[config.mk]
export PLATFORM = sky130hd
export DESIGN_NAME = sscr_regs
export DESIGN_NICKNAME = d
export VERILOG_FILES = /design/src/sscr_pkg.sv /design/src/sscr_regs.sv
export VERILOG_INCLUDE_DIRS = /design/src
export SDC_FILE = /design/constraint.sdc
export NUM_CORES = 1
export LEC_CHECK = 0
export BUFFER_PORTS_ARGS = -buffer_cell sky130_fd_sc_hd__buf_2
export CORE_MARGIN = 3
export CORE_UTILIZATION = 48
export CTS_BUF_LIST = sky130_fd_sc_hd__clkbuf_4 sky130_fd_sc_hd__clkbuf_8
export DETAILED_ROUTE_END_ITERATION = 12
export PLACE_DENSITY = 0.82
export SETUP_SLACK_MARGIN = 0.02
export SYNTH_ARGS = -nofsm -noshare
export SYNTH_HDL_FRONTEND = slang
export SYNTH_SLANG_ARGS = --single-unit
[constraint.sdc]
create_clock -name clk_sys -period 2.8 [get_ports clk_sys]
set_input_delay 0.42 -clock clk_sys [delete_from_list [all_inputs] [get_ports clk_sys]]
set_output_delay 0.42 -clock clk_sys [all_outputs]
set_load 0.01 [all_outputs]
[src/sscr_consts.svh]
/*
 Offsets, field positions, reset values and timing counts for the soft strap registers.
 Assumes inclusion by bare name from the package and the design file.
*/
`ifndef SSCR_CONSTS_SVH
`define SSCR_CONSTS_SVH
`define SSCR_IDX_FIRST        8'h09
`define SSCR_IDX_SECOND       8'h0A
`define SSCR_ADDR_FIRST       12'h024
`define SSCR_ADDR_SECOND      12'h028
`define SSCR_ADDR_STATUS      12'h040
`define SSCR_BIT_DONE         15
`define SSCR_BIT_RMDIX        6
`define SSCR_BIT_FMDIX        5
`define SSCR_BIT_EARLY_RXDV   1
`define SSCR_BIT_IRQ_OE       0
`define SSCR_BIT_FAST_PD      6
`define SSCR_BIT_EXT_FD       5
`define SSCR_FIRST_RST        16'h0000
`define SSCR_SECOND_RST       16'h0000
`define SSCR_SECOND_WMASK     16'h3FFF
`define SSCR_RST_PULSE_CYC    4'h4
`define SSCR_RESP_OKAY        2'b00
`define SSCR_RESP_SLVERR      2'b10
`endif

[src/sscr_pkg.sv]
/*
 Types shared by the soft strap register bank.
 Assumes sscr_consts.svh is on the include path.
*/
`include "sscr_consts.svh"
package sscr_pkg;
   typedef enum logic [1:0] {
      SSCR_IDLE = 2'b00,
      SSCR_PULSE = 2'b01,
      SSCR_LATCH = 2'b10
   } sscr_state_t;
   typedef struct packed {
      logic early_rx_valid_enable;
      logic irq_output_enable;
      logic fast_pd_link_up;
      logic forced_partner_full_duplex;
   } sscr_cfg_t;
endpackage

[src/sscr_regs.sv]
/*
 Soft strap register bank with AXI4-Lite slave, latch sequencer and steering logic.
 Assumes one clock clk_sys, async active-low rstn, receive and link events from the same clock.
*/
// The AXI4-Lite register port was left to the implementer.
`timescale 1ns/1ns
`default_nettype none
`include "sscr_consts.svh"
module sscr_regs
(
   input  wire logic        clk_sys,
   input  wire logic        rstn,
   input  wire logic        clk_en,
   input  wire logic [11:0] s_axi_awaddr,
   input  wire logic        s_axi_awvalid,
   output var  logic        s_axi_awready,
   input  wire logic [31:0] s_axi_wdata,
   input  wire logic [3:0]  s_axi_wstrb,
   input  wire logic        s_axi_wvalid,
   output var  logic        s_axi_wready,
   output var  logic [1:0]  s_axi_bresp,
   output var  logic        s_axi_bvalid,
   input  wire logic        s_axi_bready,
   input  wire logic [11:0] s_axi_araddr,
   input  wire logic        s_axi_arvalid,
   output var  logic        s_axi_arready,
   output var  logic [31:0] s_axi_rdata,
   output var  logic [1:0]  s_axi_rresp,
   output var  logic        s_axi_rvalid,
   input  wire logic        s_axi_rready,
   input  wire logic        sym_j_seen,
   input  wire logic        sym_k_seen,
   input  wire logic        sym_false_start,
   input  wire logic        partner_forced_100,
   input  wire logic        std_full_duplex,
   output var  logic        rx_valid,
   output var  logic        rx_error,
   output var  logic        link_full_duplex,
   output var  logic        fast_pd_link_up,
   output var  logic        early_rx_valid_enable,
   output var  logic        irq_or_powerdown_oe,
   output var  logic        internal_reset,
   output var  logic [15:0] phy_special_control
);
   logic [15:0] first_ff, nxt_first;
   logic [15:0] second_ff, nxt_second;
   sscr_pkg::sscr_cfg_t cfg_ff, nxt_cfg;
   sscr_pkg::sscr_state_t st_ff, nxt_st;
   logic [3:0]  cnt_ff, nxt_cnt;
   logic [11:0] awaddr_ff, nxt_awaddr;
   logic [31:0] wdata_ff, nxt_wdata;
   logic [3:0]  wstrb_ff, nxt_wstrb;
   logic        aw_ff, nxt_aw, w_ff, nxt_w;
   logic        bvalid_ff, nxt_bvalid, rvalid_ff, nxt_rvalid;
   logic [1:0]  bresp_ff, nxt_bresp, rresp_ff, nxt_rresp;
   logic [31:0] rdata_ff, nxt_rdata;
   logic        rxv_ff, nxt_rxv, rxe_ff, nxt_rxe, fd_ff, nxt_fd, jpend_ff, nxt_jpend;
   logic        done_wr;

   // Bus slave: address and data captured independently, response after both
   always_comb
   begin
      nxt_aw = aw_ff;
      nxt_w = w_ff;
      nxt_awaddr = awaddr_ff;
      nxt_wdata = wdata_ff;
      nxt_wstrb = wstrb_ff;
      nxt_bvalid = bvalid_ff;
      nxt_bresp = bresp_ff;
      nxt_rvalid = rvalid_ff;
      nxt_rresp = rresp_ff;
      nxt_rdata = rdata_ff;
      nxt_first = first_ff;
      nxt_second = second_ff;
      done_wr = 1'b0;
      // Capture on the registered readies so a valid held through reset is not taken unseen
      if (s_axi_awvalid && s_axi_awready)
      begin
         nxt_aw = 1'b1;
         nxt_awaddr = s_axi_awaddr;
      end
      if (s_axi_wvalid && s_axi_wready)
      begin
         nxt_w = 1'b1;
         nxt_wdata = s_axi_wdata;
         nxt_wstrb = s_axi_wstrb;
      end
      if (aw_ff && w_ff)
      begin
         nxt_aw = 1'b0;
         nxt_w = 1'b0;
         nxt_bvalid = 1'b1;
         nxt_bresp = `SSCR_RESP_OKAY;
         if (awaddr_ff[11:2] == `SSCR_ADDR_FIRST >> 2)
         begin
            if (wstrb_ff[0])
               nxt_first[7:0] = wdata_ff[7:0];
            if (wstrb_ff[1])
               nxt_first[15:8] = wdata_ff[15:8];
            done_wr = wstrb_ff[1] && wdata_ff[`SSCR_BIT_DONE];
         end
         else if (awaddr_ff[11:2] == `SSCR_ADDR_SECOND >> 2)
         begin
            if (wstrb_ff[0])
               nxt_second[7:0] = wdata_ff[7:0];
            if (wstrb_ff[1])
               nxt_second[15:8] = wdata_ff[15:8];
            nxt_second = nxt_second & `SSCR_SECOND_WMASK;
         end
         else if (awaddr_ff[11:2] != `SSCR_ADDR_STATUS >> 2)
            nxt_bresp = `SSCR_RESP_SLVERR;
      end
      if (bvalid_ff && s_axi_bready)
         nxt_bvalid = 1'b0;
      if (nxt_first[`SSCR_BIT_RMDIX] || nxt_first[`SSCR_BIT_FMDIX])
         nxt_second[`SSCR_BIT_FAST_PD] = 1'b1;
      // A completion written on the latch cycle wins over the self-clear
      if (st_ff == sscr_pkg::SSCR_LATCH && !done_wr)
         nxt_first[`SSCR_BIT_DONE] = 1'b0;
      if (s_axi_arvalid && s_axi_arready)
      begin
         nxt_rvalid = 1'b1;
         nxt_rresp = `SSCR_RESP_OKAY;
         nxt_rdata = 32'h0000_0000;
         if (s_axi_araddr[11:2] == `SSCR_ADDR_FIRST >> 2)
            nxt_rdata = {16'h0000, first_ff};
         else if (s_axi_araddr[11:2] == `SSCR_ADDR_SECOND >> 2)
            nxt_rdata = {16'h0000, second_ff};
         else if (s_axi_araddr[11:2] == `SSCR_ADDR_STATUS >> 2)
            nxt_rdata = {24'h00_0000, 2'b00, st_ff, cfg_ff};
         else
            nxt_rresp = `SSCR_RESP_SLVERR;
      end
      else if (rvalid_ff && s_axi_rready)
         nxt_rvalid = 1'b0;
   end

   // Latch sequencer: pulse first, then capture, so new values latch one cycle after the core leaves reset
   always_comb
   begin
      nxt_st = st_ff;
      nxt_cnt = cnt_ff;
      nxt_cfg = cfg_ff;
      case (st_ff)
         sscr_pkg::SSCR_IDLE:
         begin
            if (done_wr)
            begin
               nxt_st = sscr_pkg::SSCR_PULSE;
               nxt_cnt = `SSCR_RST_PULSE_CYC;
            end
         end
         sscr_pkg::SSCR_PULSE:
         begin
            nxt_cnt = cnt_ff - 4'h1;
            if (cnt_ff == 4'h1)
               nxt_st = sscr_pkg::SSCR_LATCH;
         end
         sscr_pkg::SSCR_LATCH:
         begin
            nxt_cfg.early_rx_valid_enable = first_ff[`SSCR_BIT_EARLY_RXDV];
            nxt_cfg.irq_output_enable = first_ff[`SSCR_BIT_IRQ_OE];
            nxt_cfg.fast_pd_link_up = second_ff[`SSCR_BIT_FAST_PD];
            nxt_cfg.forced_partner_full_duplex = second_ff[`SSCR_BIT_EXT_FD];
            nxt_st = sscr_pkg::SSCR_IDLE;
            if (done_wr)
            begin
               nxt_st = sscr_pkg::SSCR_PULSE;
               nxt_cnt = `SSCR_RST_PULSE_CYC;
            end
         end
         default:
            nxt_st = sscr_pkg::SSCR_IDLE;
      endcase
   end

   // Receive and duplex steering use only latched copies
   always_comb
   begin
      nxt_rxv = rxv_ff;
      nxt_rxe = 1'b0;
      nxt_jpend = jpend_ff;
      if (st_ff != sscr_pkg::SSCR_IDLE)
      begin
         nxt_rxv = 1'b0;
         nxt_jpend = 1'b0;
      end
      else if (cfg_ff.early_rx_valid_enable)
      begin
         if (sym_j_seen)
            nxt_rxv = 1'b1;
         if (sym_false_start)
         begin
            nxt_rxv = 1'b0;
            nxt_rxe = 1'b1;
         end
      end
      else
      begin
         if (sym_j_seen)
            nxt_jpend = 1'b1;
         if (jpend_ff && sym_k_seen)
         begin
            nxt_rxv = 1'b1;
            nxt_jpend = 1'b0;
         end
         if (sym_false_start)
         begin
            nxt_rxv = 1'b0;
            nxt_jpend = 1'b0;
         end
      end
      if (cfg_ff.forced_partner_full_duplex && partner_forced_100)
         nxt_fd = 1'b1;
      else
         nxt_fd = std_full_duplex;
   end

   always_ff @(posedge clk_sys or negedge rstn)
   begin
      if (!rstn)
      begin
         first_ff <= `SSCR_FIRST_RST;
         second_ff <= `SSCR_SECOND_RST;
         cfg_ff <= '0;
         st_ff <= sscr_pkg::SSCR_IDLE;
         cnt_ff <= 4'h0;
         awaddr_ff <= 12'h000;
         wdata_ff <= 32'h0000_0000;
         wstrb_ff <= 4'h0;
         aw_ff <= 1'b0;
         w_ff <= 1'b0;
         bvalid_ff <= 1'b0;
         bresp_ff <= 2'b00;
         rvalid_ff <= 1'b0;
         rresp_ff <= 2'b00;
         rdata_ff <= 32'h0000_0000;
         rxv_ff <= 1'b0;
         rxe_ff <= 1'b0;
         fd_ff <= 1'b0;
         jpend_ff <= 1'b0;
      end
      else if (clk_en)
      begin
         first_ff <= nxt_first;
         second_ff <= nxt_second;
         cfg_ff <= nxt_cfg;
         st_ff <= nxt_st;
         cnt_ff <= nxt_cnt;
         awaddr_ff <= nxt_awaddr;
         wdata_ff <= nxt_wdata;
         wstrb_ff <= nxt_wstrb;
         aw_ff <= nxt_aw;
         w_ff <= nxt_w;
         bvalid_ff <= nxt_bvalid;
         bresp_ff <= nxt_bresp;
         rvalid_ff <= nxt_rvalid;
         rresp_ff <= nxt_rresp;
         rdata_ff <= nxt_rdata;
         rxv_ff <= nxt_rxv;
         rxe_ff <= nxt_rxe;
         fd_ff <= nxt_fd;
         jpend_ff <= nxt_jpend;
      end
   end

   // Ready is high while the holding slot is free and no response is pending; all are flop outputs
   always_ff @(posedge clk_sys or negedge rstn)
   begin
      if (!rstn)
      begin
         s_axi_awready <= 1'b0;
         s_axi_wready <= 1'b0;
         s_axi_arready <= 1'b0;
         internal_reset <= 1'b0;
         phy_special_control <= 16'h0000;
      end
      else if (clk_en)
      begin
         s_axi_awready <= !nxt_aw && !nxt_bvalid;
         s_axi_wready <= !nxt_w && !nxt_bvalid;
         s_axi_arready <= !nxt_rvalid;
         internal_reset <= (nxt_st == sscr_pkg::SSCR_PULSE);
         phy_special_control <= {15'h0000, nxt_cfg.irq_output_enable};
      end
   end

   assign s_axi_bvalid = bvalid_ff;
   assign s_axi_bresp = bresp_ff;
   assign s_axi_rvalid = rvalid_ff;
   assign s_axi_rresp = rresp_ff;
   assign s_axi_rdata = rdata_ff;
   assign rx_valid = rxv_ff;
   assign rx_error = rxe_ff;
   assign link_full_duplex = fd_ff;
   assign fast_pd_link_up = cfg_ff.fast_pd_link_up;
   assign early_rx_valid_enable = cfg_ff.early_rx_valid_enable;
   assign irq_or_powerdown_oe = cfg_ff.irq_output_enable;
endmodule
`default_nettype wire

## Yosys cells after proc, flatten, opt, wreduce, memory -nomap -nowiden

Cells that the tools add are included.

| word-level totals | value |
|---|---|
| logic and storage cells | 141 |
| output and inout bits | 64 |
| bits in registers | 118 |
| input port bits | 73 |

| cells by class | value |
|---|---|
| bitwise gates (word level) | 1 |
| reduce and logical (&&, ||, !) cells | 44 |
| multiplexer cells | 50 |
| add/sub/neg operators | 1 |
| equal/unequal tests | 14 |

Operators with widths:

| operator | count |
|---|---|
| 16-bit 2-to-1 mux | 3 |
| 10-bit by 4-bit equality test with 1-bit output (second input constant) | 4 |
| 7-bit 2-to-1 mux | 4 |
| 1-bit 2-to-1 mux | 27 |
| 2-bit 2-to-1 mux | 8 |
| 8-bit 2-to-1 mux | 2 |
| 2-bit nonzero test | 8 |
| 5-bit AND reduction | 3 |
| 14-bit 2-to-1 mux | 1 |
| 1-bit logical AND | 12 |
| 4-bit AND reduction | 3 |
| 10-bit by 5-bit equality test with 1-bit output (second input constant) | 1 |
| 10-bit by 5-bit inequality test with 1-bit output (second input constant) | 1 |
| 2-bit AND reduction | 5 |
| 3-bit AND reduction | 3 |
| 4-bit case mux with 2 select lines | 1 |
| 4-bit nonzero test | 2 |
| 6-bit 2-to-1 mux | 1 |
| 2-bit by 1-bit inequality test with 1-bit output (second input constant) | 3 |
| 2-bit case mux with 3 select lines | 1 |
| 1-bit zero test | 5 |
| 2-bit by 1-bit equality test with 1-bit output (second input constant) | 2 |
| 4-bit by 1-bit equality test with 1-bit output (second input constant) | 1 |
| 4-bit 2-to-1 mux | 1 |
| 8 further kinds | 8 |

## Longest topological paths before layout

Gate-level depths: netlist (run 1).

| logic depth | value |
|---|---|
| depth after elaboration | 7 |
| mapped depth | 6 |
| depth with buffers taken out | 6 |

## Least setup slack after synthesis (run 1)

No wires, ideal clock.

| timing path | value |
|---|---|
| path type | register to register |
| start | register awaddr_ff[4] |
| end | register first_ff[10] |
| required time | 2.675 ns |
| setup time | 0.125 ns |
| period minus slack after synthesis | 2.087 ns |
| data arrival time | 1.962 ns |
| buffers on the path | 2 |
| slack | 0.713 ns |
| stages on the path, launching flop included | 6 |
| cells stage by stage | dfrtp_1 -> or4_4 -> buf_6 -> or4_4 -> buf_6 -> mux2_4 |

| between the ends | value |
|---|---|
| cells in the longest elaborated chain, start to end | 2 |

RTL lines:

| what | line | source |
|---|---|---|
| start, declared | sscr_regs.sv:50 | `logic [11:0] awaddr_ff, nxt_awaddr;` |
| start signal, assigned | sscr_regs.sv:250 | `awaddr_ff <= nxt_awaddr;` |
| 10-bit by 4-bit equality test with 1-bit output | sscr_regs.sv:94 | `` if (awaddr_ff[11:2] == `SSCR_ADDR_FIRST >> 2) `` |
| 4-bit AND reduction (no source line) | n/a |  |
| end signal, assigned | sscr_regs.sv:223 | `` first_ff <= `SSCR_FIRST_RST; `` |
| end signal, assigned | sscr_regs.sv:245 | `first_ff <= nxt_first;` |
| end, declared | sscr_regs.sv:45 | `logic [15:0] first_ff, nxt_first;` |

Every way passes these cells.
A chain may end at the register's enable or synchronous reset.

## Worst setup path in the final report (run 1)

| timing path | value |
|---|---|
| start | register awaddr_ff[6] |
| end | register first_ff[5] |

| between the ends | value |
|---|---|
| cells in the longest elaborated chain, start to end | 3 |

RTL lines:

| what | line | source |
|---|---|---|
| 10-bit by 4-bit equality test with 1-bit output | sscr_regs.sv:94 |  |
| 16-bit 2-to-1 mux | sscr_regs.sv:94 |  |
| 16-bit 2-to-1 mux | sscr_regs.sv:88 | `if (aw_ff && w_ff)` |

Every way passes these cells. The select of a mux whose other input is x is not followed.

==> impl_metrics.csv, run 1 <==
group,metric,value,unit
logic_synthesis,syn_area,0.00463,mm2
sta,slew_violations,0,
clocking,clock_sinks,98,
grt,grt_max_degree,53,
logic_synthesis,synthAdderAreaFrac,0.00540,
sta,tightest_slew,0.914,ns
grt,antenna_found_initial,0,
power_and_ir_drop,power_leakage,2.66,nW
sta,tns,0,ns
setup_path,crit_start,"awaddr_ff[6]",
floorplan,core,0.00933,mm2
clocking,cts-hold-fix-buffers,0,
sta,max_freq,0.438,GHz
setup_path,slowest_delay,0.68,ns
clocking,ctsResizeCount,0,
sta,relSlewSlack,0.388,
logic_synthesis,ys_seq_area_frac,0.529,
setup_path,crit_family,"simple AND/OR/NAND/NOR gates",
sta,period_needed,2.28,ns
logic_synthesis,synth_cell_types,50,
sta,hold_viol,0,
finish,design_area,0.00527,mm2
placed_design,hpwl,6430,um
setup_path,critPathCaptureType,"flip-flop",
clocking,cts_root_buf,"clkbuf_8",
drt,ant_nets,0,
placed_design,gp_congestion,0.759,
finish,final_util,0.564,
clocking,cts_tree,"done",
setup_path,crit_chain,"or4b_1 -> nor4_4 -> mux2_2",
sta,final-setup-viol-count,0,
drt,firstDrtPassIters,4,
setup_path,r2r-start,"awaddr_ff[6]",
drt,via_per_inst,5.20,
setup_path,crit_buf_inv,0,
drt,drt-total-wl,8960,um
sta,fin_crit_sh,0.815,
clocking,cts_made_buffers,9,
finish,n_antenna_cell,0,
finish,multiInputGateArea,0.00193,mm2
finish,area_growth,13.6,%
logic_synthesis,yosysTopAreaCell,"dfrtp_1",
floorplan,ios,137,
setup_path,cp.arrival,2.54,ns
logic_synthesis,synth-edff-count,0,
logic_synthesis,synth_ff_type,"dfrtp_1",
power_and_ir_drop,irDropWorstVdd,443,uV
grt,grt_overflow,0,
sta,rsz0062_at_grt,"false",
finish,final_cell_mix,"dfrtp_1, buf_2, mux2_2",
logic_synthesis,synthTopCellsByArea,"dfrtp_1, mux2_2, buf_4",
clocking,clock_path_buffers,2,
logic_synthesis,avgSynthCellArea,12.3,um2
logic_synthesis,synthXorXnorAreaFrac,0.00189,
grt,top_usage_layer,"met2",
logic_synthesis,synth_top_area_frac,0.529,
setup_path,path_max_fanout,8,
grt,grt.met2_usage,0.274,
job,maxCapViolCount,0,
logic_synthesis,synth_compound_area_frac,0.0977,
drt,drc,0,
finish,seq_area,0.00245,mm2
grt,grt_pass1_wl,15000,um
finish,drive_gt1_frac,0.380,
logic_synthesis,synth_top_family_by_area,"multiplexers",
power_and_ir_drop,power_density,722,mW/mm2
grt,grt_pass1_vias,3003,
setup_path,critPathKind,"reg2reg",
drt,vias,3078,
logic_synthesis,async_flop_share,1.00,
logic_synthesis,synthSimpleGateAreaFrac,0.101,
logic_synthesis,synth.area.mux_share,0.183,
logic_synthesis,synth_seq_cells,98,
setup_path,rrSetupSlack,0.52,ns
grt,grt_util_met1,0.231,
grt,grtUsageMet3,0.0422,
finish,final_common_cell,"dfrtp_1",
clocking,h-tree-depth,3,
sta,holdWs,0.0659,ns
logic_synthesis,netlist_instances,376,
finish,nNetsFinal,533,
logic_synthesis,ys_warn_count,0,
floorplan,rows,35,
floorplan,die_width,104,um
sta,fin_skew,0.0109,ns
setup_path,rr_worst_depth,3,
floorplan,die_y,104,um
finish,fillers,790,
placed_design,portBuffers,81,
outcome,status,"finished, final reports clean",
hold_path,worstHoldPathType,"in2async",
grt,grt_usage,0.171,
clocking,post_cts_buffers,0,
setup_path,rr_endpoint,"first_ff[5]",
clocking,clkTransAtPathRegs,0.10,ns
placed_design,place_area,0.00507,mm2
setup_path,critPathLaunchType,"flip-flop",
setup_path,required,3.06,ns
drt,drtIter0Drc,122,
clocking,clock_latency,0.38,ns
drt,wl_per_cell,15.1,um
floorplan,start_util,0.497,
setup_path,crit_slowest_cell,"or4b_1",
floorplan,floorplan.die_area,0.0109,mm2
==> worst max path at each step <==
stage | cells after the start | end | slack [ns]
CTS | 3 | first_ff[5] | 0.50
global route | 3 | first_ff[5] | 0.40
detailed placement | 3 | first_ff[0] | 0.50
global placement | 3 | first_ff[4] | 0.54
floorplan | 5 | first_ff[10] | 0.71
finish | 3 | first_ff[5] | 0.52
==> flip-flops by register name, indices dropped and copies added, names as in the netlist, 2 cells and up <==
signal / count
wstrb_ff: 2
awaddr_ff: 10
second_ff: 14
wdata_ff: 16
first_ff: 16
st_ff: 2
s_axi_rdata: 16
cnt_ff: 4
==> power by group <==
group          total [mW]  switching (mW)  internal [mW]  leakage (nW)
clock network       0.882           0.533          0.348        0.0966
logic               0.882           0.405          0.477          1.30
registers            2.04           0.304           1.73          1.26
==> cell families after synthesis <==
group / after synthesis
flip-flops: 98
multiplexers: 74
AND/OR/NAND/NOR: 74
AO/OA/AOI/OAI: 64
buffers and inverters: 62
adder cells (fa/ha/maj): 2
other: 1
XOR/XNOR: 1
==> cell type report <==
| class | count | area share |
|---|---|---|
| clock buffer | 9 | 0.0235 |
| timing repair buffer | 90 | 0.0927 |
| clock inverter | 7 | 0.0138 |
| multi-input combinational | 248 | 0.366 |
| sequential | 98 | 0.466 |
| inverter | 11 | 0.00784 |
| tap | 129 | 0.0307 |
==> synthesized netlist by cell type (all sizes together) (8+ instances only) <==
| cell | count |
|---|---|
| and2 | 8 |
| buf | 38 |
| a221o | 8 |
| a22o | 9 |
| nand2b | 8 |
| nand3 | 12 |
| inv | 11 |
| o21ai | 11 |
| mux2i | 10 |
| nand2 | 10 |
| mux2 | 64 |
| dfrtp | 98 |
| a21oi | 15 |
| clkbuf | 13 |
==> layer usage <==
layer	part of all wire	wire length, um
met2	0.48	4290
met5	0	0
met1	0.45	4020
met4	0.014	129
met3	0.057	513
==> per-stage QoR <==
| stage | cells | worst slack, ns | power [mW] |
|---|---|---|---|
| final | 592 | 0.517 | 3.80 |
| after global routing | 592 | 0.397 | 4.07 |
| after CTS | 592 | 0.499 | 3.84 |
| after detailed placement | 576 | 0.504 | 2.95 |
| after global placement | 576 | 0.543 | 2.88 |
| after floorplan | 408 | 0.713 | 2.70 |
Note: power is estimated with default switching activity, not from simulation.
==> inputs of run 2 (changes only) <==
==> constraint.sdc (replaced) <==
create_clock -name clk_sys -period 2.3 [get_ports clk_sys]
set_input_delay 0.345 -clock clk_sys [delete_from_list [all_inputs] [get_ports clk_sys]]
set_output_delay 0.345 -clock clk_sys [all_outputs]
set_load 0.01 [all_outputs]
==> impl_metrics.csv, run 2 (synthesis gave the netlist of run 1 again) <==
group,metric,value,unit
power_and_ir_drop,power_leakage,2.68,nW
setup_path,critPathKind,"reg2reg",
setup_path,critPathCaptureType,"flip-flop",
grt,grt_overflow,0,
setup_path,r2r-start,"awaddr_ff[6]",
finish,final_cell_mix,"dfrtp_1, buf_2, mux2_2",
drt,vias,3138,
finish,final_common_cell,"dfrtp_1",
sta,tns,0,ns
hold_path,min-delay-start,"s_axi_wdata[10]",
floorplan,floorplan.die_area,0.0109,mm2
floorplan,rows,35,
clocking,clock_path_buffers,2,
floorplan,ios,137,
setup_path,path_max_fanout,9,
sta,period_needed,2.15,ns
clocking,cts_tree,"done",
drt,drt-total-wl,9570,um
sta,fin_crit_sh,0.934,
sta,max_freq,0.466,GHz
power_and_ir_drop,irDropWorstVdd,565,uV
setup_path,crit_chain,"or4b_1 -> or4_4 -> mux2_4",
drt,drc,0,
drt,ant_nets,0,
outcome,status,"finished, final reports clean",
setup_path,crit_slowest_cell,"or4_4",
grt,grt_max_degree,47,
floorplan,start_util,0.497,
finish,n_antenna_cell,0,
clocking,clock_latency,0.38,ns
placed_design,portBuffers,81,
placed_design,place_area,0.00509,mm2
drt,firstDrtPassIters,5,
placed_design,gp_congestion,0.777,
floorplan,core,0.00933,mm2
grt,grt_pass1_vias,3138,
floorplan,die_width,104,um
sta,final-setup-viol-count,0,
floorplan,die_y,104,um
setup_path,slowest_delay,0.65,ns
sta,tightest_slew,0.807,ns
grt,grt_pass1_wl,15700,um
drt,drtIter0Drc,175,
clocking,clock_sinks,98,
sta,holdWs,0.186,ns
grt,antenna_found_initial,0,
sta,fin_skew,0.0167,ns
hold_path,worstHoldPathType,"in2reg",
grt,grt_usage,0.178,
clocking,post_cts_buffers,0,
power_and_ir_drop,power_density,897,mW/mm2
setup_path,cp.arrival,2.41,ns
finish,fillers,808,
sta,relSlewSlack,0.460,
finish,design_area,0.00531,mm2
finish,drive_gt1_frac,0.383,
finish,area_growth,14.5,%
drt,wl_per_cell,16.1,um
setup_path,rrSetupSlack,0.15,ns
placed_design,hpwl,6770,um
setup_path,required,2.56,ns
sta,slew_violations,0,
setup_path,rr_worst_depth,3,
finish,nNetsFinal,537,
hold_path,whs_endpoint,"wdata_ff[10]",
drt,via_per_inst,5.27,
clocking,clkTransAtPathRegs,0.11,ns
setup_path,crit_family,"simple AND/OR/NAND/NOR gates",
clocking,h-tree-depth,3,
sta,rsz0062_at_grt,"false",
hold_path,whs_path_depth,2,
setup_path,rr_endpoint,"first_ff[12]",
clocking,cts_made_buffers,9,
job,maxCapViolCount,0,
sta,hold_viol,0,
clocking,cts_root_buf,"clkbuf_8",
setup_path,crit_buf_inv,0,
power_and_ir_drop,p_total,4.76,mW
setup_path,critPathLaunchType,"flip-flop",
## run 2: layout make-up
type	instances	area, um2	share of cell area
sequential	98	2450	0.462
tap	129	161	0.0304
clock buffer	9	124	0.0233
clock inverter	7	82.6	0.0156
multi-input combinational	248	1930	0.363
inverter	11	41.3	0.00778
timing repair buffer	94	520	0.0981
## run 2: worst max-delay path by stage
| stage | startpoint | to | slack [ns] | depth (start not counted) |
|---|---|---|---|---|
| floorplan | awaddr_ff[4] | first_ff[10] | 0.21 | 5 |
| global placement | awaddr_ff[6] | first_ff[11] | 0.20 | 3 |
| detailed placement | s_axi_araddr[11] | s_axi_rdata[8] | 0.12 | 5 |
| CTS | awaddr_ff[4] | second_ff[8] | 0.15 | 4 |
| global route | awaddr_ff[6] | second_ff[6] | 0.03 | 6 |
| finish | awaddr_ff[6] | first_ff[12] | 0.15 | 3 |
## run 2: per-layer routing
metal	vias to the layer above	wire length, um	global-route usage
li1	1454	-	-
met1	1556	4200	0.238
met2	113	4580	0.288
met3	15	640	0.0447
met4	0	149	0.0551
met5	-	0	0
## run 2: metrics by stage
step                worst slack, ns   util  instances
finish                        0.152  0.569        596
global route                 0.0300  0.569        596
CTS                           0.154  0.569        596
detailed placement            0.123  0.546        579
global placement              0.199  0.546        579
floorplan                     0.213      -        408
## run 2: timing repair
item | in CTS | in global routing
resized for setup | 0 | 0
hold buffers | 1 | 0
endpoints found under the hold margin | 42 | 0
## run 2: power breakdown
group          total [mW]  switching, mW  internal [mW]
clock                1.17          0.648          0.520
sequential           2.49          0.382           2.11
combinational        1.10          0.506          0.593
total                4.76           1.54           3.22
==> inputs of run 3 (changes only) <==
--- a/config.mk
+++ b/config.mk
@@ -11,7 +11,7 @@
 export CORE_UTILIZATION = 48
 export CTS_BUF_LIST = sky130_fd_sc_hd__clkbuf_4 sky130_fd_sc_hd__clkbuf_8
 export DETAILED_ROUTE_END_ITERATION = 12
-export PLACE_DENSITY = 0.82
+export PLACE_DENSITY = 0.85
 export SETUP_SLACK_MARGIN = 0.02
 export SYNTH_ARGS = -nofsm -noshare
 export SYNTH_HDL_FRONTEND = slang
==> constraint.sdc (replaced) <==
create_clock -name clk_sys -period 1.9 [get_ports clk_sys]
set_input_delay 0.285 -clock clk_sys [delete_from_list [all_inputs] [get_ports clk_sys]]
set_output_delay 0.285 -clock clk_sys [all_outputs]
set_load 0.01 [all_outputs]
==> impl_metrics.csv, run 3 (synthesis gave the netlist of run 1 again) <==
group,metric,value,unit
finish,n_antenna_cell,0,
clocking,clock_path_buffers,2,
sta,period_needed,2.01,ns
clocking,clkTransAtPathRegs,0.10,ns
setup_path,crit_slowest_cell,"or4b_4",
finish,drive_gt1_frac,0.417,
grt,grt_overflow,0,
grt,grt_pass1_wl,16100,um
sta,fin_skew,0.0141,ns
setup_path,crit_chain,"or4b_4 -> buf_6 -> nor4_4 -> buf_12 -> mux2_4",
drt,drtIter0Drc,166,
sta,relSlewSlack,0.601,
setup_path,crit_start,"awaddr_ff[11]",
grt,grt_max_degree,36,
finish,area_growth,19.8,%
outcome,status,"finished, violations left",
drt,firstDrtPassIters,4,
floorplan,die_y,104,um
clocking,cts_made_buffers,9,
sta,fin_crit_sh,1.06,
setup_path,critPathCaptureType,"flip-flop",
sta,postLayoutSetupSlackWorst,-0.109,ns
sta,tightest_slew,0.591,ns
setup_path,critPathLaunchType,"flip-flop",
drt,drt-total-wl,9750,um
placed_design,dp_slack,-0.185,ns
drt,vias,3248,
grt,antenna_found_initial,0,
floorplan,floorplan.die_area,0.0109,mm2
power_and_ir_drop,power_density,1060,mW/mm2
setup_path,r2r-start,"awaddr_ff[11]",
setup_path,path_max_fanout,8,
power_and_ir_drop,irDropWorstVdd,826,uV
clocking,cts_tree,"done",
job,maxCapViolCount,0,
floorplan,rows,35,
clocking,cts_root_buf,"clkbuf_8",
drt,wl_per_cell,15.8,um
outcome,failed_checks,"setup timing",
floorplan,start_util,0.497,
clocking,h-tree-depth,3,
hold_path,min-delay-start,"s_axi_wdata[12]",
clocking,clock_latency,0.36,ns
placed_design,portBuffers,81,
sta,rsz0062_at_grt,"true",
hold_path,worstHoldPathType,"in2reg",
floorplan,die_width,104,um
finish,nNetsFinal,557,
setup_path,required,2.14,ns
placed_design,gp_congestion,0.808,
sta,tns,-1.74,ns
grt,grt_pass1_vias,3281,
power_and_ir_drop,power_leakage,2.79,nW
floorplan,ios,137,
drt,drc,0,
setup_path,critPathKind,"reg2reg",
sta,final-setup-viol-count,23,
grt,grt_usage,0.184,
placed_design,hpwl,6980,um
sta,slew_violations,0,
setup_path,slowest_delay,0.57,ns
setup_path,cp.arrival,2.25,ns
drt,ant_nets,0,
setup_path,crit_family,"simple AND/OR/NAND/NOR gates",
sta,holdWs,0.146,ns
floorplan,core,0.00933,mm2
setup_path,crit_buf_inv,2,
finish,final_common_cell,"dfrtp_1",
sta,max_freq,0.498,GHz
finish,final_cell_mix,"dfrtp_1, buf_2, mux2_2",
drt,via_per_inst,5.27,
sta,hold_viol,0,
clocking,clock_sinks,98,
[run 3: worst paths after layout]
kind                       cells after the start  slack (ns)              to
max in group asynchronous                      3        0.90     wstrb_ff[0]
min reg2reg                                    1        0.48  s_axi_rresp[1]
max reg2reg                                    5       -0.11     first_ff[5]
max                                            5       -0.11     first_ff[5]
min                                            2        0.15    wdata_ff[12]
min in group asynchronous                      2        0.41    wdata_ff[13]
[run 3: area by class of cell]
cell class,count,area [um2]
timing repair buffer,113,692
sequential,98,2450
inverter,11,41.3
multi-input combinational,249,2010
tap,129,161
clock buffer,10,138
clock inverter,6,53.8
fill,767,3780
[run 3: power breakdown]
group / leakage, nW / internal (mW) / switching [mW]
clock: 0.0962 / 0.541 / 0.776
sequential: 1.26 / 2.56 / 0.385
combinational: 1.43 / 0.870 / 0.745
[run 3: layer usage]
metal  track usage  up-vias  share of wire
met5             0        -              0
met4        0.0788        0          0.023
li1              -     1506              -
met1         0.230     1622           0.44
met3        0.0372       17          0.050
met2         0.312      103           0.48
[run 3: per-stage QoR]
stage          area, um2  utilization  cells  power (mW)
2_1_floorplan       4790            -    408        4.00
3_3_place_gp        5260        0.564    594        4.38
3_5_place_dp        5260        0.564    594        4.49
4_1_cts             5520        0.592    614        5.87
5_1_grt             5550        0.595    616        6.24
6_report            5550        0.595    616        5.87
[run 3: what timing repair did]
item / CTS / global route
resized for setup: 11 / 3
buffers inserted: 2 / 2
hold buffers: 1 / 0
endpoints found under the setup margin: 30 / 39
hold endpoints to repair: 30 / 0
pin swaps: 5 / 2
cloned: 1 / 0
